===== config.mk =====
export PLATFORM = sky130hd
export DESIGN_NAME = led_fault_thermal_supervisor
export DESIGN_NICKNAME = d
export VERILOG_FILES = /design/src/logic/fault_sup_pkg.sv /design/src/logic/led_fault_thermal_supervisor.sv
export SDC_FILE = /design/constraint.sdc
export NUM_CORES = 1
export LEC_CHECK = 0
export BUFFER_PORTS_ARGS = -buffer_cell sky130_fd_sc_hd__buf_4
export CORE_MARGIN = 2
export CORE_UTILIZATION = 46
export CTS_CLUSTER_DIAMETER = 80
export DETAILED_ROUTE_END_ITERATION = 7
export GPL_TIMING_DRIVEN = 0
export PLACE_DENSITY = 0.72
export SETUP_SLACK_MARGIN = 0.3
export SYNTH_ARGS = -nofsm -noshare
export SYNTH_HDL_FRONTEND = slang
export SYNTH_SLANG_ARGS = --single-unit
export TNS_END_PERCENT = 100

===== constraint.sdc =====
create_clock -name i_sys_clk -period 1.9 [get_ports i_sys_clk]
set_input_delay 0.38 -clock i_sys_clk [delete_from_list [all_inputs] [get_ports i_sys_clk]]
set_output_delay 0.38 -clock i_sys_clk [all_outputs]
set_load 0.02 [all_outputs]

===== src/logic/fault_sup_pkg.sv =====
// Constants and carrier types for the LED fault and thermal supervisor.
// Assumes a 10 MHz system clock; all analog decisions arrive as comparator levels.
`default_nettype none
package fault_sup_pkg;
    localparam int unsigned CLK_MHZ = 10;
    localparam int unsigned OPEN_FAST_US = 800;
    localparam int unsigned OPEN_FAST_CYC = OPEN_FAST_US * CLK_MHZ;
    localparam int unsigned OPEN_SLOW_US = 1600;
    localparam int unsigned OPEN_SLOW_CYC = OPEN_SLOW_US * CLK_MHZ;
    localparam int unsigned SHORT_MS = 31;
    localparam int unsigned SHORT_CYC = SHORT_MS * 1000 * CLK_MHZ;
    localparam logic [2:0] PWM_TIMEOUTS = 3'h6;
    localparam int unsigned NUM_CH = 6;
    localparam logic [1:0] SCALE_RESET = 2'h0;
    localparam logic [1:0] SCALE_LAST = 2'h3;

    typedef enum {ST_IDLE, ST_RUN, ST_HOT, ST_SHUT} sup_state_e;

    typedef struct packed {
        logic otp_low;
        logic otp_high;
        logic cool_100;
        logic ovp_over;
        logic ovp_low20;
        logic lx_ok;
    } sense_s;
endpackage
`default_nettype wire


===== src/logic/led_fault_thermal_supervisor.sv =====
// Fault and thermal supervisor for a six-channel LED sink driver with boost output.
// Assumes comparator inputs synchronous to i_sys_clk and one PWM-cycle pulse per period.
`timescale 1ns/10ps
`default_nettype none
module led_fault_thermal_supervisor
    import fault_sup_pkg::*;
#(
    parameter int unsigned SHORT_CYCLES = SHORT_CYC,
    parameter int unsigned OPEN_SLOW_CYCLES = OPEN_SLOW_CYC
) (
    input wire logic i_sys_clk,
    input wire logic i_rst_n,
    input wire logic i_enable,
    input wire logic i_pwm_cycle,
    input wire sense_s i_sense,
    input wire logic [NUM_CH-1:0] i_ch_at_target,
    input wire logic [NUM_CH-1:0] i_ch_short_detect,
    output logic [NUM_CH-1:0] o_ch_enable,
    output logic o_boost_run,
    output logic o_input_switch_on,
    output logic [1:0] o_current_scale,
    output logic o_fault_flag_n_oe
);
    // The timers are 24 bits wide, so longer limits would never expire.
    if (SHORT_CYCLES < 2 || SHORT_CYCLES > 32'hffffff || OPEN_SLOW_CYCLES < OPEN_FAST_CYC ||
        OPEN_SLOW_CYCLES > 32'hffffff) begin : g_bad_timing
        $error("Supervisor timing parameters out of range.");
    end

    sup_state_e state_r, state_nxt;
    logic [NUM_CH-1:0] good_r, dis_r, open_r;
    logic [2:0] ovt_cnt_r [NUM_CH];
    logic [2:0] sct_cnt_r [NUM_CH];
    logic [23:0] open_cnt_r [NUM_CH];
    logic [23:0] start_cnt_r;
    logic [1:0] scale_r;
    logic flag_r, ovp_armed_r, lx_seen_r;
    logic [NUM_CH-1:0] ch_timeout, open_now;
    logic active, in_shut, thermal_trip, start_fail, short_run, any_fault;
    logic [23:0] open_limit;

    // Re-enable drops the supervisor to idle, which is the only way to clear latches.
    assign active = (state_r == ST_RUN);
    assign thermal_trip = active && i_sense.otp_high;
    // The faster limit keeps bad strings from heating the die to the upper trip.
    assign open_limit = i_sense.otp_low ? 24'(OPEN_FAST_CYC) : 24'(OPEN_SLOW_CYCLES);
    assign start_fail = (state_r == ST_RUN) && !lx_seen_r && (start_cnt_r >= 24'(SHORT_CYCLES - 1));
    assign short_run = active && ovp_armed_r && i_sense.ovp_low20;

    genvar g;
    generate
        for (g = 0; g < NUM_CH; g++) begin : g_ch
            // Not-good channels become open at lower OTP or OVERVOLTAGE_SENSE; good ones when current falls.
            assign open_now[g] = active && !dis_r[g] && !i_ch_at_target[g] &&
                (good_r[g] || i_sense.otp_low || i_sense.ovp_over);
            assign ch_timeout[g] = active && !dis_r[g] &&
                ((sct_cnt_r[g] == PWM_TIMEOUTS - 3'h1 && i_pwm_cycle && i_ch_short_detect[g]) ||
                 (ovt_cnt_r[g] == PWM_TIMEOUTS - 3'h1 && i_pwm_cycle && i_sense.ovp_over &&
                  !i_ch_at_target[g]) ||
                 (open_r[g] && open_cnt_r[g] >= open_limit - 24'h1));

            always_ff @(posedge i_sys_clk or negedge i_rst_n) begin
                if (!i_rst_n) begin
                    good_r[g] <= 1'b0;
                    dis_r[g] <= 1'b0;
                    open_r[g] <= 1'b0;
                    sct_cnt_r[g] <= 3'h0;
                    ovt_cnt_r[g] <= 3'h0;
                    open_cnt_r[g] <= 24'h0;
                end else if (state_r == ST_IDLE) begin
                    good_r[g] <= 1'b0;
                    dis_r[g] <= 1'b0;
                    open_r[g] <= 1'b0;
                    sct_cnt_r[g] <= 3'h0;
                    ovt_cnt_r[g] <= 3'h0;
                    open_cnt_r[g] <= 24'h0;
                end else begin
                    if (active && i_ch_at_target[g]) begin
                        good_r[g] <= 1'b1;
                    end
                    if (ch_timeout[g]) begin
                        dis_r[g] <= 1'b1;
                    end
                    // Below 7.5 V a shorted or Zener-bypassed channel is simply left running.
                    if (!i_ch_short_detect[g]) begin
                        sct_cnt_r[g] <= 3'h0;
                    end else if (active && i_pwm_cycle) begin
                        sct_cnt_r[g] <= sct_cnt_r[g] + 3'h1;
                    end
                    if (!i_sense.ovp_over || i_ch_at_target[g]) begin
                        ovt_cnt_r[g] <= 3'h0;
                    end else if (active && i_pwm_cycle) begin
                        ovt_cnt_r[g] <= ovt_cnt_r[g] + 3'h1;
                    end
                    if (open_now[g]) begin
                        open_r[g] <= 1'b1;
                    end else if (i_ch_at_target[g]) begin
                        open_r[g] <= 1'b0;
                    end
                    if (open_r[g] && active) begin
                        open_cnt_r[g] <= open_cnt_r[g] + 24'h1;
                    end else if (!open_r[g]) begin
                        open_cnt_r[g] <= 24'h0;
                    end
                end
            end
        end
    endgenerate

    always_comb begin
        state_nxt = state_r;
        case (state_r)
            ST_IDLE: if (i_enable) state_nxt = ST_RUN;
            ST_RUN: begin
                if (start_fail || short_run) state_nxt = ST_SHUT;
                else if (thermal_trip) state_nxt = ST_HOT;
            end
            ST_HOT: if (i_sense.cool_100) state_nxt = ST_RUN;
            ST_SHUT: state_nxt = ST_SHUT;
            default: state_nxt = ST_IDLE;
        endcase
        if (!i_enable) state_nxt = ST_IDLE;
    end

    assign any_fault = (|ch_timeout) || thermal_trip || start_fail || short_run ||
        (active && i_sense.ovp_over);

    always_ff @(posedge i_sys_clk or negedge i_rst_n) begin
        if (!i_rst_n) begin
            state_r <= ST_IDLE;
            scale_r <= SCALE_RESET;
            flag_r <= 1'b0;
            start_cnt_r <= 24'h0;
            ovp_armed_r <= 1'b0;
            lx_seen_r <= 1'b0;
        end else begin
            state_r <= state_nxt;
            if (state_r == ST_IDLE) begin
                scale_r <= SCALE_RESET;
                flag_r <= 1'b0;
                start_cnt_r <= 24'h0;
                ovp_armed_r <= 1'b0;
                lx_seen_r <= 1'b0;
            end else begin
                if (thermal_trip && scale_r != SCALE_LAST) begin
                    scale_r <= scale_r + 2'h1;
                end
                if (any_fault) begin
                    flag_r <= 1'b1;
                end
                if (start_cnt_r != 24'hffffff) begin
                    start_cnt_r <= start_cnt_r + 24'h1;
                end
                if (i_sense.lx_ok) begin
                    lx_seen_r <= 1'b1;
                end
                if (!i_sense.ovp_low20) begin
                    ovp_armed_r <= 1'b1;
                end
            end
        end
    end

    assign in_shut = (state_r == ST_SHUT);
    assign o_ch_enable = active ? ~dis_r : {NUM_CH{1'b0}};
    assign o_boost_run = active;
    assign o_input_switch_on = (state_r != ST_IDLE) && !in_shut;
    assign o_current_scale = scale_r;
    assign o_fault_flag_n_oe = flag_r;

    chk_hot_all_off: assert property (@(posedge i_sys_clk) disable iff (!i_rst_n)
        (state_r == ST_HOT) |-> (o_ch_enable == '0 && !o_boost_run))
        else $error("Channels active during thermal shutdown.");
    chk_trip_to_hot: assert property (@(posedge i_sys_clk) disable iff (!i_rst_n)
        (thermal_trip && !start_fail && !short_run && i_enable) |=> (state_r == ST_HOT))
        else $error("Upper trip did not enter shutdown.");
    chk_scale_step: assert property (@(posedge i_sys_clk) disable iff (!i_rst_n)
        (thermal_trip && i_enable && scale_r != SCALE_LAST) |=> (scale_r == $past(scale_r) + 2'h1))
        else $error("Current scale did not step.");
    chk_scale_hold: assert property (@(posedge i_sys_clk) disable iff (!i_rst_n)
        (scale_r == SCALE_LAST && i_enable && state_r != ST_IDLE) |=> (scale_r == SCALE_LAST))
        else $error("Current scale left final step.");
    chk_flag_latch: assert property (@(posedge i_sys_clk) disable iff (!i_rst_n)
        (o_fault_flag_n_oe && state_r != ST_IDLE) |=> o_fault_flag_n_oe)
        else $error("Fault flag cleared while enabled.");
    chk_fault_sets: assert property (@(posedge i_sys_clk) disable iff (!i_rst_n)
        (|ch_timeout) |=> o_fault_flag_n_oe)
        else $error("Channel time-out did not set flag.");
    chk_disable_off: assert property (@(posedge i_sys_clk) disable iff (!i_rst_n)
        (ch_timeout[0] && i_enable) |=> !o_ch_enable[0])
        else $error("Timed-out channel still enabled.");
    chk_shut_final: assert property (@(posedge i_sys_clk) disable iff (!i_rst_n)
        (in_shut && i_enable) |=> (in_shut && !o_input_switch_on))
        else $error("Permanent shutdown left.");
    chk_enable_off: assert property (@(posedge i_sys_clk) disable iff (!i_rst_n)
        !i_enable |=> (state_r == ST_IDLE))
        else $error("Not idle after enable low.");
    cov_thermal: cover property (@(posedge i_sys_clk) disable iff (!i_rst_n)
        (state_r == ST_HOT) ##1 (state_r == ST_RUN));
    cov_last: cover property (@(posedge i_sys_clk) disable iff (!i_rst_n) scale_r == SCALE_LAST);
    cov_timeout: cover property (@(posedge i_sys_clk) disable iff (!i_rst_n) |ch_timeout);
    cov_shut: cover property (@(posedge i_sys_clk) disable iff (!i_rst_n) in_shut);
endmodule // led_fault_thermal_supervisor
`default_nettype wire


### Word level (Yosys, flattened, before mapping)

Cells that the tools add are included.

| word-level totals | value |
|---|---|
| output and inout port bits | 11 |
| bits in registers | 259 |
| bits of input ports | 22 |

| cells by class | value |
|---|---|
| bitwise operators | 1 |
| reductions and logical operators | 164 |
| multiplexer cells | 113 |
| eq/ne operators | 34 |
| add/sub/neg operators | 21 |
| $lt $le $gt $ge | 7 |

Operators with widths:

| cell | count |
|---|---|
| $mux W24 | 20 |
| $add A24 B1 Y24 const B | 7 |
| $ge A24 B24 Y1 | 6 |
| $mux W32 | 4 |
| $pmux W32 S4 | 1 |
| $mux W3 | 36 |
| $eq A32 B2 Y1 const B | 3 |
| $logic_and A1 B1 Y1 | 81 |
| $logic_not A32 Y1 | 2 |
| $mux W1 | 48 |
| $add A3 B1 Y3 const B | 12 |
| $eq A3 B3 Y1 const B | 12 |
| $ne A3 B1 Y1 const B | 12 |
| $reduce_bool A3 Y1 | 12 |
| $logic_or A1 B1 Y1 | 35 |
| $eq A32 B1 Y1 const B | 1 |
| $eq A32 B3 Y1 const B | 1 |
| $reduce_bool A2 Y1 | 16 |
| $reduce_bool A32 Y1 | 1 |
| $ge A24 B19 Y1 const B | 1 |
| $ne A24 B24 Y1 const B | 1 |
| $logic_not A1 Y1 | 15 |
| $sub A14 B1 Y15 const B | 1 |
| $mux W14 | 1 |
| 10 further kinds | 11 |

### Longest topological paths before layout

Gate-level depths: netlist of run 1.

| depth | value |
|---|---|
| word-level depth | 14 |
| mapped depth | 10 |
| mapped depth without buffers | 8 |

### Least setup slack after synthesis of run 1

No wires, ideal clock.

| timing path | value |
|---|---|
| kind | register to register |
| start point | register state_r[1] |
| end point | register flag_r (netlist: o_fault_flag_n_oe) |
| setup time | 0.082 ns |
| stages on the path, launching flop included | 11 |
| clock period less this slack | 2.200 ns |
| path slack | -0.300 ns |
| data required time | 1.818 ns |
| arrival time | 2.117 ns |
| cell sequence | dfrtp_1 > inv_1 > ha_1 > buf_2 > inv_1 > buf_2 > nor2_1 > o21ai_0 > nor2_1 > a2111oi_0 > a31oi_1 |

| between the ends | value |
|---|---|
| longest elaborated chain between the ends | 9 |

Ends and longest elaborated chain:

| what | line | RTL |
|---|---|---|
| start: declaration | led_fault_thermal_supervisor.sv:30 | `sup_state_e state_r, state_nxt;` |
| start signal: assignment | led_fault_thermal_supervisor.sv:137 | `state_r <= state_nxt;` |
| $eq A32 B2 Y1 * | led_fault_thermal_supervisor.sv:43 | `assign active = (state_r == ST_RUN);` |
| via o_boost_run | led_fault_thermal_supervisor.sv:19 | `output logic o_boost_run,` |
| $logic_and A1 B1 Y1 (2 in series) | led_fault_thermal_supervisor.sv:56 | `assign ch_timeout[g] = active && !dis_r[g] &&` |
| $reduce_or A6 Y1 | led_fault_thermal_supervisor.sv:125 | `assign any_fault = (\|ch_timeout) \|\| thermal_trip \|\| start_fail \|\| short_run \|\|` |
| $logic_or A1 B1 Y1 (3 in series) | led_fault_thermal_supervisor.sv:125 |  |
| $logic_or A1 B1 Y1 * | led_fault_thermal_supervisor.sv:125 |  |
| $reduce_bool A2 Y1 (no line) * | -- |  |
| end signal: assignment | led_fault_thermal_supervisor.sv:132 | `flag_r <= 1'b0;` |
| end signal: assignment | led_fault_thermal_supervisor.sv:140 | `flag_r <= 1'b0;` |
| end signal: assignment | led_fault_thermal_supervisor.sv:149 | `flag_r <= 1'b1;` |
| end: declaration | led_fault_thermal_supervisor.sv:37 | `logic flag_r, ovp_armed_r, lx_seen_r;` |

The timed path passes the listed nets; every way through them passes the cells marked *.
A chain may end at the register's enable or synchronous reset.

### Final worst setup path of run 1

| timing path | value |
|---|---|
| start point | register state_r[1] |
| end point | output port o_ch_enable[3] |

| between the ends | value |
|---|---|
| longest elaborated chain between the ends | 2 |

Ends and longest elaborated chain:

| what | line | RTL |
|---|---|---|
| $eq A32 B2 Y1 | led_fault_thermal_supervisor.sv:43 |  |
| $mux W6 | led_fault_thermal_supervisor.sv:165 | `assign o_ch_enable = active ? ~dis_r : {NUM_CH{1'b0}};` |
| end: declaration | led_fault_thermal_supervisor.sv:18 | `output logic [NUM_CH-1:0] o_ch_enable,` |

No other way between the ends.

==> results of run 1 <==
## critical path, cell delays in order (launching register included)
cell and delay (ps):
dfrtp_1 400, inv_2 80, ha_4 150, buf_12 120, clkinvlp_4 120, buf_12 170, nor2_4 150, buf_6 140
## sequential cells by signal, summed over array words and instances, names as in the netlist, 6 cells and up
| register | cells |
|---|---|
| ovt_cnt_r | 18 |
| dis_r | 6 |
| open_cnt_r | 144 |
| good_r | 6 |
| sct_cnt_r | 18 |
| open_r | 6 |
| start_cnt_r | 24 |
## cell usage after synthesis, types with 14 or more instances
master	n
nand4_1	42
nor3_1	47
and3_1	29
nand2_1	78
nand3_1	65
xor2_1	100
xnor2_1	61
ha_1	54
inv_1	33
clkbuf_1	33
nor2_1	234
o21ai_0	33
dfrtp_1	229
a21oi_1	50
nand2b_1	14
or3_1	29
## layout make-up
cell class | instances | area share
Multi-Input combinational cell | 942 | 0.437
Clock inverter | 4 | 0.00272
Tap cell | 330 | 0.0236
Sequential cell | 229 | 0.328
Buffer | 42 | 0.0331
Timing Repair Buffer | 205 | 0.124
Inverter | 33 | 0.00766
Clock buffer | 43 | 0.0444
## cell usage in the layout, fill, tap and decap left out, types with 33 or more instances in the layout
master     instances
a21oi_2           33
buf_4            104
buf_6             76
clkbuf_16         39
dfrtp_1          223
ha_1              48
nand2_1           35
nand3_1           39
nand4_1           42
nor2_1           190
xor2_1            92
## timing repair
| item | 4_1_cts | 5_1_grt |
|---|---|---|
| hold endpoints to repair | 11 | 0 |
| hold buffers | 1 | 0 |
| resized for setup | 303 | 242 |
| buffers inserted | 105 | 51 |
| cloned | 10 | 4 |
| setup endpoints to repair | 237 | 337 |
| pin swaps | 127 | 135 |
## where the power goes
part,switching [W],leakage [nW],total [W],internal [W]
logic,0.00134,3.87,0.00269,0.00135
registers,0.000137,3.17,0.00512,0.00498
clock network,0.00204,0.398,0.00494,0.00290
## kinds of logic after synthesis
logic type / after synthesis / synth area share
AND/OR/NAND/NOR: 601 / 0.251
buffers and inverters: 75 / 0.0247
flip-flops: 229 / 0.483
adder cells (fa/ha/maj): 54 / 0.0570
AO/OA/AOI/OAI: 118 / 0.0587
XOR/XNOR: 161 / 0.119
multiplexers: 8 / 0.00675
## through the flow
| step | utilization | cell area [um^2] | TNS [ps] |
|---|---|---|---|
| floorplan | - | 12200 | -28.8 |
| global placement | 0.508 | 12800 | -338540 |
| finish | 0.692 | 17500 | -33100 |
| CTS | 0.635 | 16000 | -19490 |
| global route | 0.692 | 17500 | -44140 |
| detailed placement | 0.510 | 12900 | -34110 |
## per-layer routing
layer / vias up / track usage / wire length (um)
met5: - / 0 / 0
met1: 5425 / 0.313 / 14500
li1: 4765 / - / -
met2: 479 / 0.418 / 19100
met4: 0 / 0.0739 / 2290
met3: 194 / 0.0364 / 2720
## path summary, 6_finish.rpt
| kind | depth (start not counted) | start | to |
|---|---|---|---|
| max reg2reg | 14 | state_r[1]$_DFFE_PN0P_ | good_r[2]$_DFFE_PN0P_ |
| min in group asynchronous | 2 | i_rst_n | open_cnt_r[130]$_DFFE_PN0P_ |
| max in group asynchronous | 4 | i_rst_n | start_cnt_r[23]$_DFFE_PN0P_ |
| max | 7 | state_r[1]$_DFFE_PN0P_ | o_ch_enable[3] |
| min | 2 | i_sense[1] | ovp_armed_r$_DFFE_PN0P_ |
| min reg2reg | 2 | ovp_armed_r$_DFFE_PN0P_ | ovp_armed_r$_DFFE_PN0P_ |
==> results.toml, run 1 <==
[run_status]
outcome = "complete, but fails checks"
failed_checks = "setup timing"

[die]
die_w_um = 165
top_level_ports = 33
floorplan.initialDensity = 0.470
die_h_um = 165
design.core.area_mm2 = 0.0253
fp.dieArea_mm2 = 0.0271
num_rows = 58

[synth]
synth_area_per_cell_um2 = 9.52
synth_top_area_share = 0.483
synth_sequential_area_ratio = 0.483
postSynthNetCount = 1322
async_flop_share = 1.00
synth_ff_type = "dfrtp_1"
synth_area_mm2 = 0.0119
ys_top_cells_by_area = "dfrtp_1 48%, nor2_1 7.4%, xor2_1 7.4%"
synth.largest_area_cell = "dfrtp_1"
synth_cell_types = 52
synth-warning-count = 0
syn_inst = 1246
synth_enable_flop_cells = 0
ys_ff_latch = 229

[drt]
avgViaCountPerCell = 5.94
wl_mm = 38.6
drt_first_pass_iters = 6
drc = 0
dr.first_iter.drc_count = 862
wl_per_cell_um = 21.1
via_count = 10863
postRouteAntennaNets = 0

[sta]
period_share = 1.19
timing.fmax_mhz = 442
worst_slack_ps = -362
slew_viol_final = 0
report.final.setup_viol = 178
worst_slew_margin_rel = 0.572
fin_worst_skew_ps = 10.4
hold_viol = 0
rsz_0062_raised_after_global_routing = "true"
layout_min_cycle_time_ps = 2260
worst_margin_pin_slew_ps = 641
hold-worst-slack_ps = 38.6

[placed_design]
buffer_ports.inserted = 32
placed_cells_incl_taps = 1610
gp_congestion = 0.820
setup_slack_placement_ps = -816
dpl.hpwl_mm = 17.7

[clock_network]
cts_root_buffer = "clkbuf_16"
clock_tree.htree_level_count = 1
cts_tree = "done"
clock_insertion_delay_worst_skew_ps = 540
clock_sink_count = 229
path_clk_slew_ps = 60
max-clock-path-buffers = 3
cts_made_buffers = 26

[setup_path]
required_ps = 1520
crit_type = "reg2out"
kind_of_end_point_of_the_critical_path = "output port"
setup.worst_path.start_class = "flop"
cp_data_arrival_time_ps = 1880
critical_path.max_fanout = 5
setup_slack_on_the_worst_flop_to_flop_path_ps = -330

[min_path]
holdCritPathClass = "in2reg"

[power_and_ir_drop]
power-per-cell-area_mw_per_mm2 = 729
design_power_total_w = 0.0127
irDropWorstVdd_v = 0.000597
leakage_nw = 7.44

[layout]
seq_area_mm2 = 0.00574
multi_input_comb_area_mm2 = 0.00764
drive_gt1_frac = 0.388
finish.net_count = 1555
area_delta_synth_final_pct = 47.4
diodes = 0
count_of_non_filler_cells_in_the_finished_layout = 1828
layout.filler_cells = 1542

[grt]
grt_pass1_wl_mm = 52.5
grt_usage = 0.241
first_global_vias = 10271
global_route.overflow_total = 0
grt_max_degree = 117
number_of_antenna_violations_at_the_first_check_in_global_routing = 0

[run]
cap_viol_max_count = 0
(Power assumes the default switching activity.)
==> run 2, diff against run 1 <==
Clock period 1.9 ns to 2 ns, I/O delays scaled along.
==> run 2 against run 1 <==
  * The run still ends with setup timing left
  * Utilization decreased by 0.94 points
  * Final cell count down 1.4%
  * Global-route usage increased by 0.36 points
  * Non-clock buffer count is 27 lower
  * Critical endpoint is now o_ch_enable[4]
  * Largest cell class unchanged
==> results.toml, run 2 (synthesized netlist as in run 1, its figures left out) <==
[min_path]
hold_path_end = "ovp_armed_r$_DFFE_PN0P_"
min_path_cells = 2
holdCritPathClass = "in2reg"
hold_path.startpoint = "i_sense[1]"

[clock_network]
clock_insertion_delay_worst_skew_ps = 550
cts_root_buffer = "clkbuf_16"
max-clock-path-buffers = 3
cts_made_buffers = 26
cts_tree = "done"
clock_sink_count = 229
path_clk_slew_ps = 70
clock_tree.htree_level_count = 1

[drt]
drt_first_pass_iters = 5
postRouteAntennaNets = 0
avgViaCountPerCell = 5.90
wl_mm = 37.7
wl_per_cell_um = 20.9
via_count = 10626
dr.first_iter.drc_count = 774
drc = 0

[setup_path]
kind_of_end_point_of_the_critical_path = "output port"
worst-r2r-cell-count = 9
crit_type = "reg2out"
worst_r2r_startpoint = "state_r[1]$_DFFE_PN0P_"
setup.worst_path.start_class = "flop"
cp_data_arrival_time_ps = 1920
most_frequent_cell_on_critical_path = "buf_12"
critical-path-max-stage-delay_ps = 400
required_ps = 1600
r2r_end = "open_cnt_r[139]$_DFFE_PN0P_"
cell_with_the_largest_stage_delay_on_the_worst_path = "dfrtp_1"
setup_slack_on_the_worst_flop_to_flop_path_ps = -210
critical_path.max_fanout = 8
worstPathCellList = "inv_2 > ha_4 > buf_12 > clkinvlp_4 > buf_12 > nor2_4 > buf_6"

[placed_design]
dpl.hpwl_mm = 18.5
buffer_ports.inserted = 32
gp_congestion = 0.790
setup_slack_placement_ps = -790
placed_cells_incl_taps = 1610

[layout]
count_of_non_filler_cells_in_the_finished_layout = 1802
largest_register_ff_count = 144
layout_top_registers = "open_cnt_r: 144 flops, start_cnt_r: 24 flops"
drive_gt1_frac = 0.371
diodes = 0
layout.filler_cells = 1633
area_delta_synth_final_pct = 45.4
finish.net_count = 1528
mostFrequentLayoutCell = "dfrtp_1"
mostFrequentLayoutCells = "226 x dfrtp_1, 198 x nor2_1, 95 x xor2_1, 88 x buf_4, 75 x buf_6"
regMostFlops = "open_cnt_r"

[die]
die_w_um = 165
floorplan.initialDensity = 0.470
design.core.area_mm2 = 0.0253
top_level_ports = 33
fp.dieArea_mm2 = 0.0271
num_rows = 58
die_h_um = 165

[sta]
period_share = 1.16
worst_margin_pin_slew_ps = 563
worst_slack_ps = -320
hold_viol = 0
rsz_0062_raised_after_global_routing = "true"
layout_min_cycle_time_ps = 2320
worst_slew_margin_rel = 0.622
slew_viol_final = 0
report.final.setup_viol = 114
fin_worst_skew_ps = 28.8
timing.fmax_mhz = 431

[grt]
grt_usage = 0.245
number_of_antenna_violations_at_the_first_check_in_global_routing = 0
global_route.overflow_total = 0
first_global_vias = 10438
grt_max_degree = 89
grt_pass1_wl_mm = 53.2

[power_and_ir_drop]
irDropWorstVdd_v = 0.000819
power-per-cell-area_mw_per_mm2 = 729
design_power_total_w = 0.0126
leakage_nw = 7.30

[run_status]
failed_checks = "setup timing"
outcome = "complete, but fails checks"

[run]
cap_viol_max_count = 0
-- run 2: changes by cell type in the layout (fill, tap and decap cells not counted), sizes merged --
cell,change
buf,-23
inv,+1
clkbuf,-12
bufinv,+5
clkinv,+3
-- run 2: where the power goes --
part	switching (W)	internal [W]	leakage (nW)
logic	0.00123	0.00120	3.67
registers	0.000130	0.00473	3.18
clock network	0.00205	0.00323	0.451
total	0.00341	0.00916	7.30
-- run 2: worst max path at each step --
stage / startpoint / end / slack [ps] / cells after the start
2_1_floorplan: state_r[1]$_DFFE_PN0P_ / open_cnt_r[93]$_DFFE_PN0P_ / 90 / 9
3_3_place_gp: i_rst_n / sct_cnt_r[16]$_DFFE_PN0P_ / -1280 / 1
3_5_place_dp: i_sense[5] / o_fault_flag_n_oe$_DFFE_PN0P_ / -790 / 9
4_1_cts: state_r[1]$_DFFE_PN0P_ / o_ch_enable[4] / -230 / 7
5_1_grt: state_r[1]$_DFFE_PN0P_ / o_ch_enable[4] / -330 / 7
6_report: state_r[1]$_DFFE_PN0P_ / o_ch_enable[4] / -320 / 7
-- run 2: per-layer routing --
layer | routed length [um] | part of all wire | vias up | track usage
li1 | - | - | 4701 | -
met1 | 14700 | 0.39 | 5347 | 0.320
met2 | 19200 | 0.51 | 442 | 0.416
met3 | 2200 | 0.058 | 136 | 0.0352
met4 | 1650 | 0.044 | 0 | 0.0881
met5 | 0 | 0 | - | 0
-- run 2: stage by stage --
| step | hold WS [ps] | TNS, ps | area [um^2] | utilization |
|---|---|---|---|---|
| 6_report | 54.6 | -10220 | 17200 | 0.683 |
| 5_1_grt | 58.0 | -16290 | 17200 | 0.683 |
| 3_3_place_gp | 468 | -311060 | 12700 | 0.502 |
| 2_1_floorplan | 104 | 0 | 12000 | - |
| 4_1_cts | 46.7 | -2410 | 15800 | 0.628 |
| 3_5_place_dp | 373 | -25340 | 12700 | 0.505 |
-- run 2: critical path, delay by kind of cell, from the launching register on --
| family | cells | cell delay, ps |
|---|---|---|
| adder cells (fa/ha/maj) | 1 | 150 |
| buffers and inverters | 5 | 640 |
| flip-flops | 1 | 400 |
| AND/OR/NAND/NOR | 1 | 180 |
-- run 2: timing repair --
action                                  4_1_cts  5_1_grt
setup buffers                                91       43
gates cloned                                  9        0
endpoints found under the hold margin        57        0
gates resized for setup                     321      231
pin swaps                                   173      173
hold buffers                                  1        0
endpoints found under the setup margin      235      224
-- run 2: final cells by class --
type                            instances  area, um^2  share of cell area
Buffer                                 42         489              0.0284
Timing Repair Buffer                  178        1910               0.110
Clock buffer                           35         694              0.0403
Multi-Input combinational cell        942        7640               0.443
Tap cell                              330         413              0.0239
Clock inverter                         13         235              0.0136
Sequential cell                       229        5730               0.332
Inverter                               33         136             0.00791
==> run 3, diff against run 2 <==
--- a/config.mk
+++ b/config.mk
@@ -10,6 +10,8 @@
 export CORE_UTILIZATION = 46
 export CTS_CLUSTER_DIAMETER = 80
+export CTS_CLUSTER_SIZE = 12
 export DETAILED_ROUTE_END_ITERATION = 7
 export GPL_TIMING_DRIVEN = 0
+export HOLD_SLACK_MARGIN = 0.02
 export PLACE_DENSITY = 0.72
 export SETUP_SLACK_MARGIN = 0.3
==> constraint.sdc (replaced) <==
create_clock -name i_sys_clk -period 2 [get_ports i_sys_clk]
set_input_delay 0.2 -clock i_sys_clk [delete_from_list [all_inputs] [get_ports i_sys_clk]]
set_output_delay 0.2 -clock i_sys_clk [all_outputs]
set_load 0.02 [all_outputs]
==> run 3 against run 2 <==
  * The run still ends with setup timing left
  * Critical path depth rose by 6
  * Clock skew fell by 8.2 ps
  * Register-to-register slack improved by 40 ps
  * Wire length fell by 2.5%
  * Critical path type is now reg2reg
  * Worst hold slack improved by 7.1 ps
  * Sequential cell count did not move
  * Global-route usage fell by 0.87 points
  * Power fell by 12%
  * Final area fell by 1.2%
==> results.toml, run 3 (synthesized netlist as in run 1, its figures left out) <==
[run_status]
outcome = "complete, but fails checks"
failed_checks = "setup timing"

[die]
floorplan.initialDensity = 0.470
die_h_um = 165
fp.dieArea_mm2 = 0.0271
num_rows = 58
die_w_um = 165
design.core.area_mm2 = 0.0253
top_level_ports = 33

[min_path]
min_path_cells = 3
holdCritPathClass = "in2reg"
hold_path.startpoint = "i_sense[4]"
hold_path_end = "state_r[1]$_DFFE_PN0P_"

[sta]
period_share = 1.09
fin_worst_skew_ps = 20.7
rsz_0062_raised_after_global_routing = "true"
report.final.setup_viol = 34
worst_slack_ps = -172
layout_min_cycle_time_ps = 2170
worst_margin_pin_slew_ps = 673
timing.fmax_mhz = 460
hold-worst-slack_ps = 61.7
finalSetupTns_ps = -1870
hold_viol = 0
slew_viol_final = 0
worst_slew_margin_rel = 0.552

[grt]
grt_usage = 0.236
grt_max_degree = 121
number_of_antenna_violations_at_the_first_check_in_global_routing = 0
global_route.overflow_total = 0
grt_pass1_wl_mm = 51.6
first_global_vias = 10210

[layout]
drive_gt1_frac = 0.371
mostFrequentLayoutCells = "219 x dfrtp_1, 194 x nor2_1, 98 x buf_4, 92 x xor2_1, 72 x buf_6"
diodes = 0
layout.filler_cells = 1612
largest_register_ff_count = 144
post-route-cell-area_mm2 = 0.0170
multi_input_comb_area_mm2 = 0.00756
regMostFlops = "open_cnt_r"
finish.net_count = 1551
mostFrequentLayoutCell = "dfrtp_1"
fin_util = 0.675
seq_area_mm2 = 0.00574
area_delta_synth_final_pct = 43.6
layout_top_registers = "open_cnt_r: 144 flops, start_cnt_r: 24 flops"

[clock_network]
max-clock-path-buffers = 3
cts_made_buffers = 23
path_clk_slew_ps = 60
clock_insertion_delay_worst_skew_ps = 520
clock_tree.htree_level_count = 1
clock_sink_count = 229
cts_root_buffer = "clkbuf_16"
cts_tree = "done"

[power_and_ir_drop]
power-per-cell-area_mw_per_mm2 = 648
comb_power_share = 0.212
leakage_nw = 7.17
switchingPower_w = 0.00312
irDropWorstVdd_v = 0.000650
internal_power_w = 0.00792
design_power_total_w = 0.0110
power.share.clock = 0.348
swShare = 0.283
power_frac_seq = 0.440

[placed_design]
gp_congestion = 0.806
dpl.hpwl_mm = 17.6
post_dp_cell_area_mm2 = 0.0128
buffer_ports.inserted = 32

[run]
cap_viol_max_count = 0

[setup_path]
worst_r2r_startpoint = "state_r[0]$_DFFE_PN0P_"
required_ps = 2400
r2r_end = "open_cnt_r[56]$_DFFE_PN0P_"
kind_of_end_point_of_the_critical_path = "flop"
cp_data_arrival_time_ps = 2570
setup_slack_on_the_worst_flop_to_flop_path_ps = -170
sum_of_buffers_and_inverters_on_the_critical_path = 8
path_delay_family = "buffers and inverters"
critical_path.max_fanout = 5
worst-r2r-cell-count = 13
setup.worst_path.start_class = "flop"
worstPathCellList = "ha_4 > buf_12 > buf_6 > buf_8 > buf_6 > clkbuf_16 > buf_12 > buf_12 > buf_6 > nand3_2 > nor2_2 > xnor2_1 > nor2_1"
cell_with_the_largest_stage_delay_on_the_worst_path = "dfrtp_1"
critical-path-max-stage-delay_ps = 410
crit_type = "reg2reg"

[drt]
postRouteAntennaNets = 0
drt_first_pass_iters = 5
wl_mm = 36.7
avgViaCountPerCell = 5.81
drc = 0
via_count = 10489
wl_per_cell_um = 20.4
dr.first_iter.drc_count = 833
[run 3: cell types whose count changed in the layout (fill, tap and decap cells not counted), sizes merged]
cell	change
buf	+10
bufinv	-6
clkbuf	-10
clkinv	-5
clkinvlp	-1
dlygate4sd3	+15
[run 3: worst max path at each step]
| stage | to | cells after the start | from |
|---|---|---|---|
| floorplan | open_cnt_r[93]$_DFFE_PN0P_ | 9 | state_r[1]$_DFFE_PN0P_ |
| global placement | start_cnt_r[20]$_DFFE_PN0P_ | 1 | i_rst_n |
| detailed placement | o_fault_flag_n_oe$_DFFE_PN0P_ | 9 | i_sense[5] |
| CTS | o_ch_enable[4] | 7 | state_r[1]$_DFFE_PN0P_ |
| global route | open_cnt_r[56]$_DFFE_PN0P_ | 14 | state_r[1]$_DFFE_PN0P_ |
| finish | open_cnt_r[56]$_DFFE_PN0P_ | 13 | state_r[0]$_DFFE_PN0P_ |
[run 3: layout make-up]
type                            instances  area share
Clock inverter                          1    0.000661
Buffer                                 42      0.0299
Inverter                               33     0.00786
Tap cell                              330      0.0242
Clock buffer                           24      0.0340
Multi-Input combinational cell        942       0.444
Timing Repair Buffer                  204       0.123
Sequential cell                       229       0.337
[run 3: power by group through the flow]
stage	logic [W]	registers (W)	clock network [W]
after global placement	0.00111	0.00489	0
after CTS	0.00196	0.00482	0.00385
after floorplan	0.000643	0.00489	0
after detailed placement	0.00114	0.00490	0
final	0.00234	0.00485	0.00385
after global routing	0.00244	0.00486	0.00408
[run 3: repair_timing]
action                                 4_1_cts  5_1_grt
hold buffers                                16        0
resized for setup                          321      224
buffers inserted                            99       47
pin swaps                                  164      154
endpoints found under the hold margin      166        0
gates cloned                                 6        2
setup endpoints to repair                  234      227
[run 3: routing by layer]
metal	vias to the layer above	track usage	part of all wire	wire length (um)
met5	-	0	0	0
li1	4719	-	-	-
met1	5203	0.314	0.39	14200
met4	0	0.0798	0.045	1660
met2	429	0.396	0.51	18600
met3	138	0.0359	0.064	2340
[run 3: worst register-to-register path, cell delays in order (launching register included)]
cell and delay, ps:
dfrtp_1 410, ha_4 190, buf_12 140, buf_6 110, buf_8 110, buf_6 120
clkbuf_16 150, buf_12 140, buf_12 140, buf_6 110, nand3_2 60, nor2_2 60
xnor2_1 220, nor2_1 90
[run 3: per-stage QoR]
stage          std cells  worst slack (ps)
3_3_place_gp        1608             -1060
4_1_cts             1756             -51.2
5_1_grt             1805              -186
3_5_place_dp        1610              -655
2_1_floorplan       1246              91.8
6_report            1805              -172
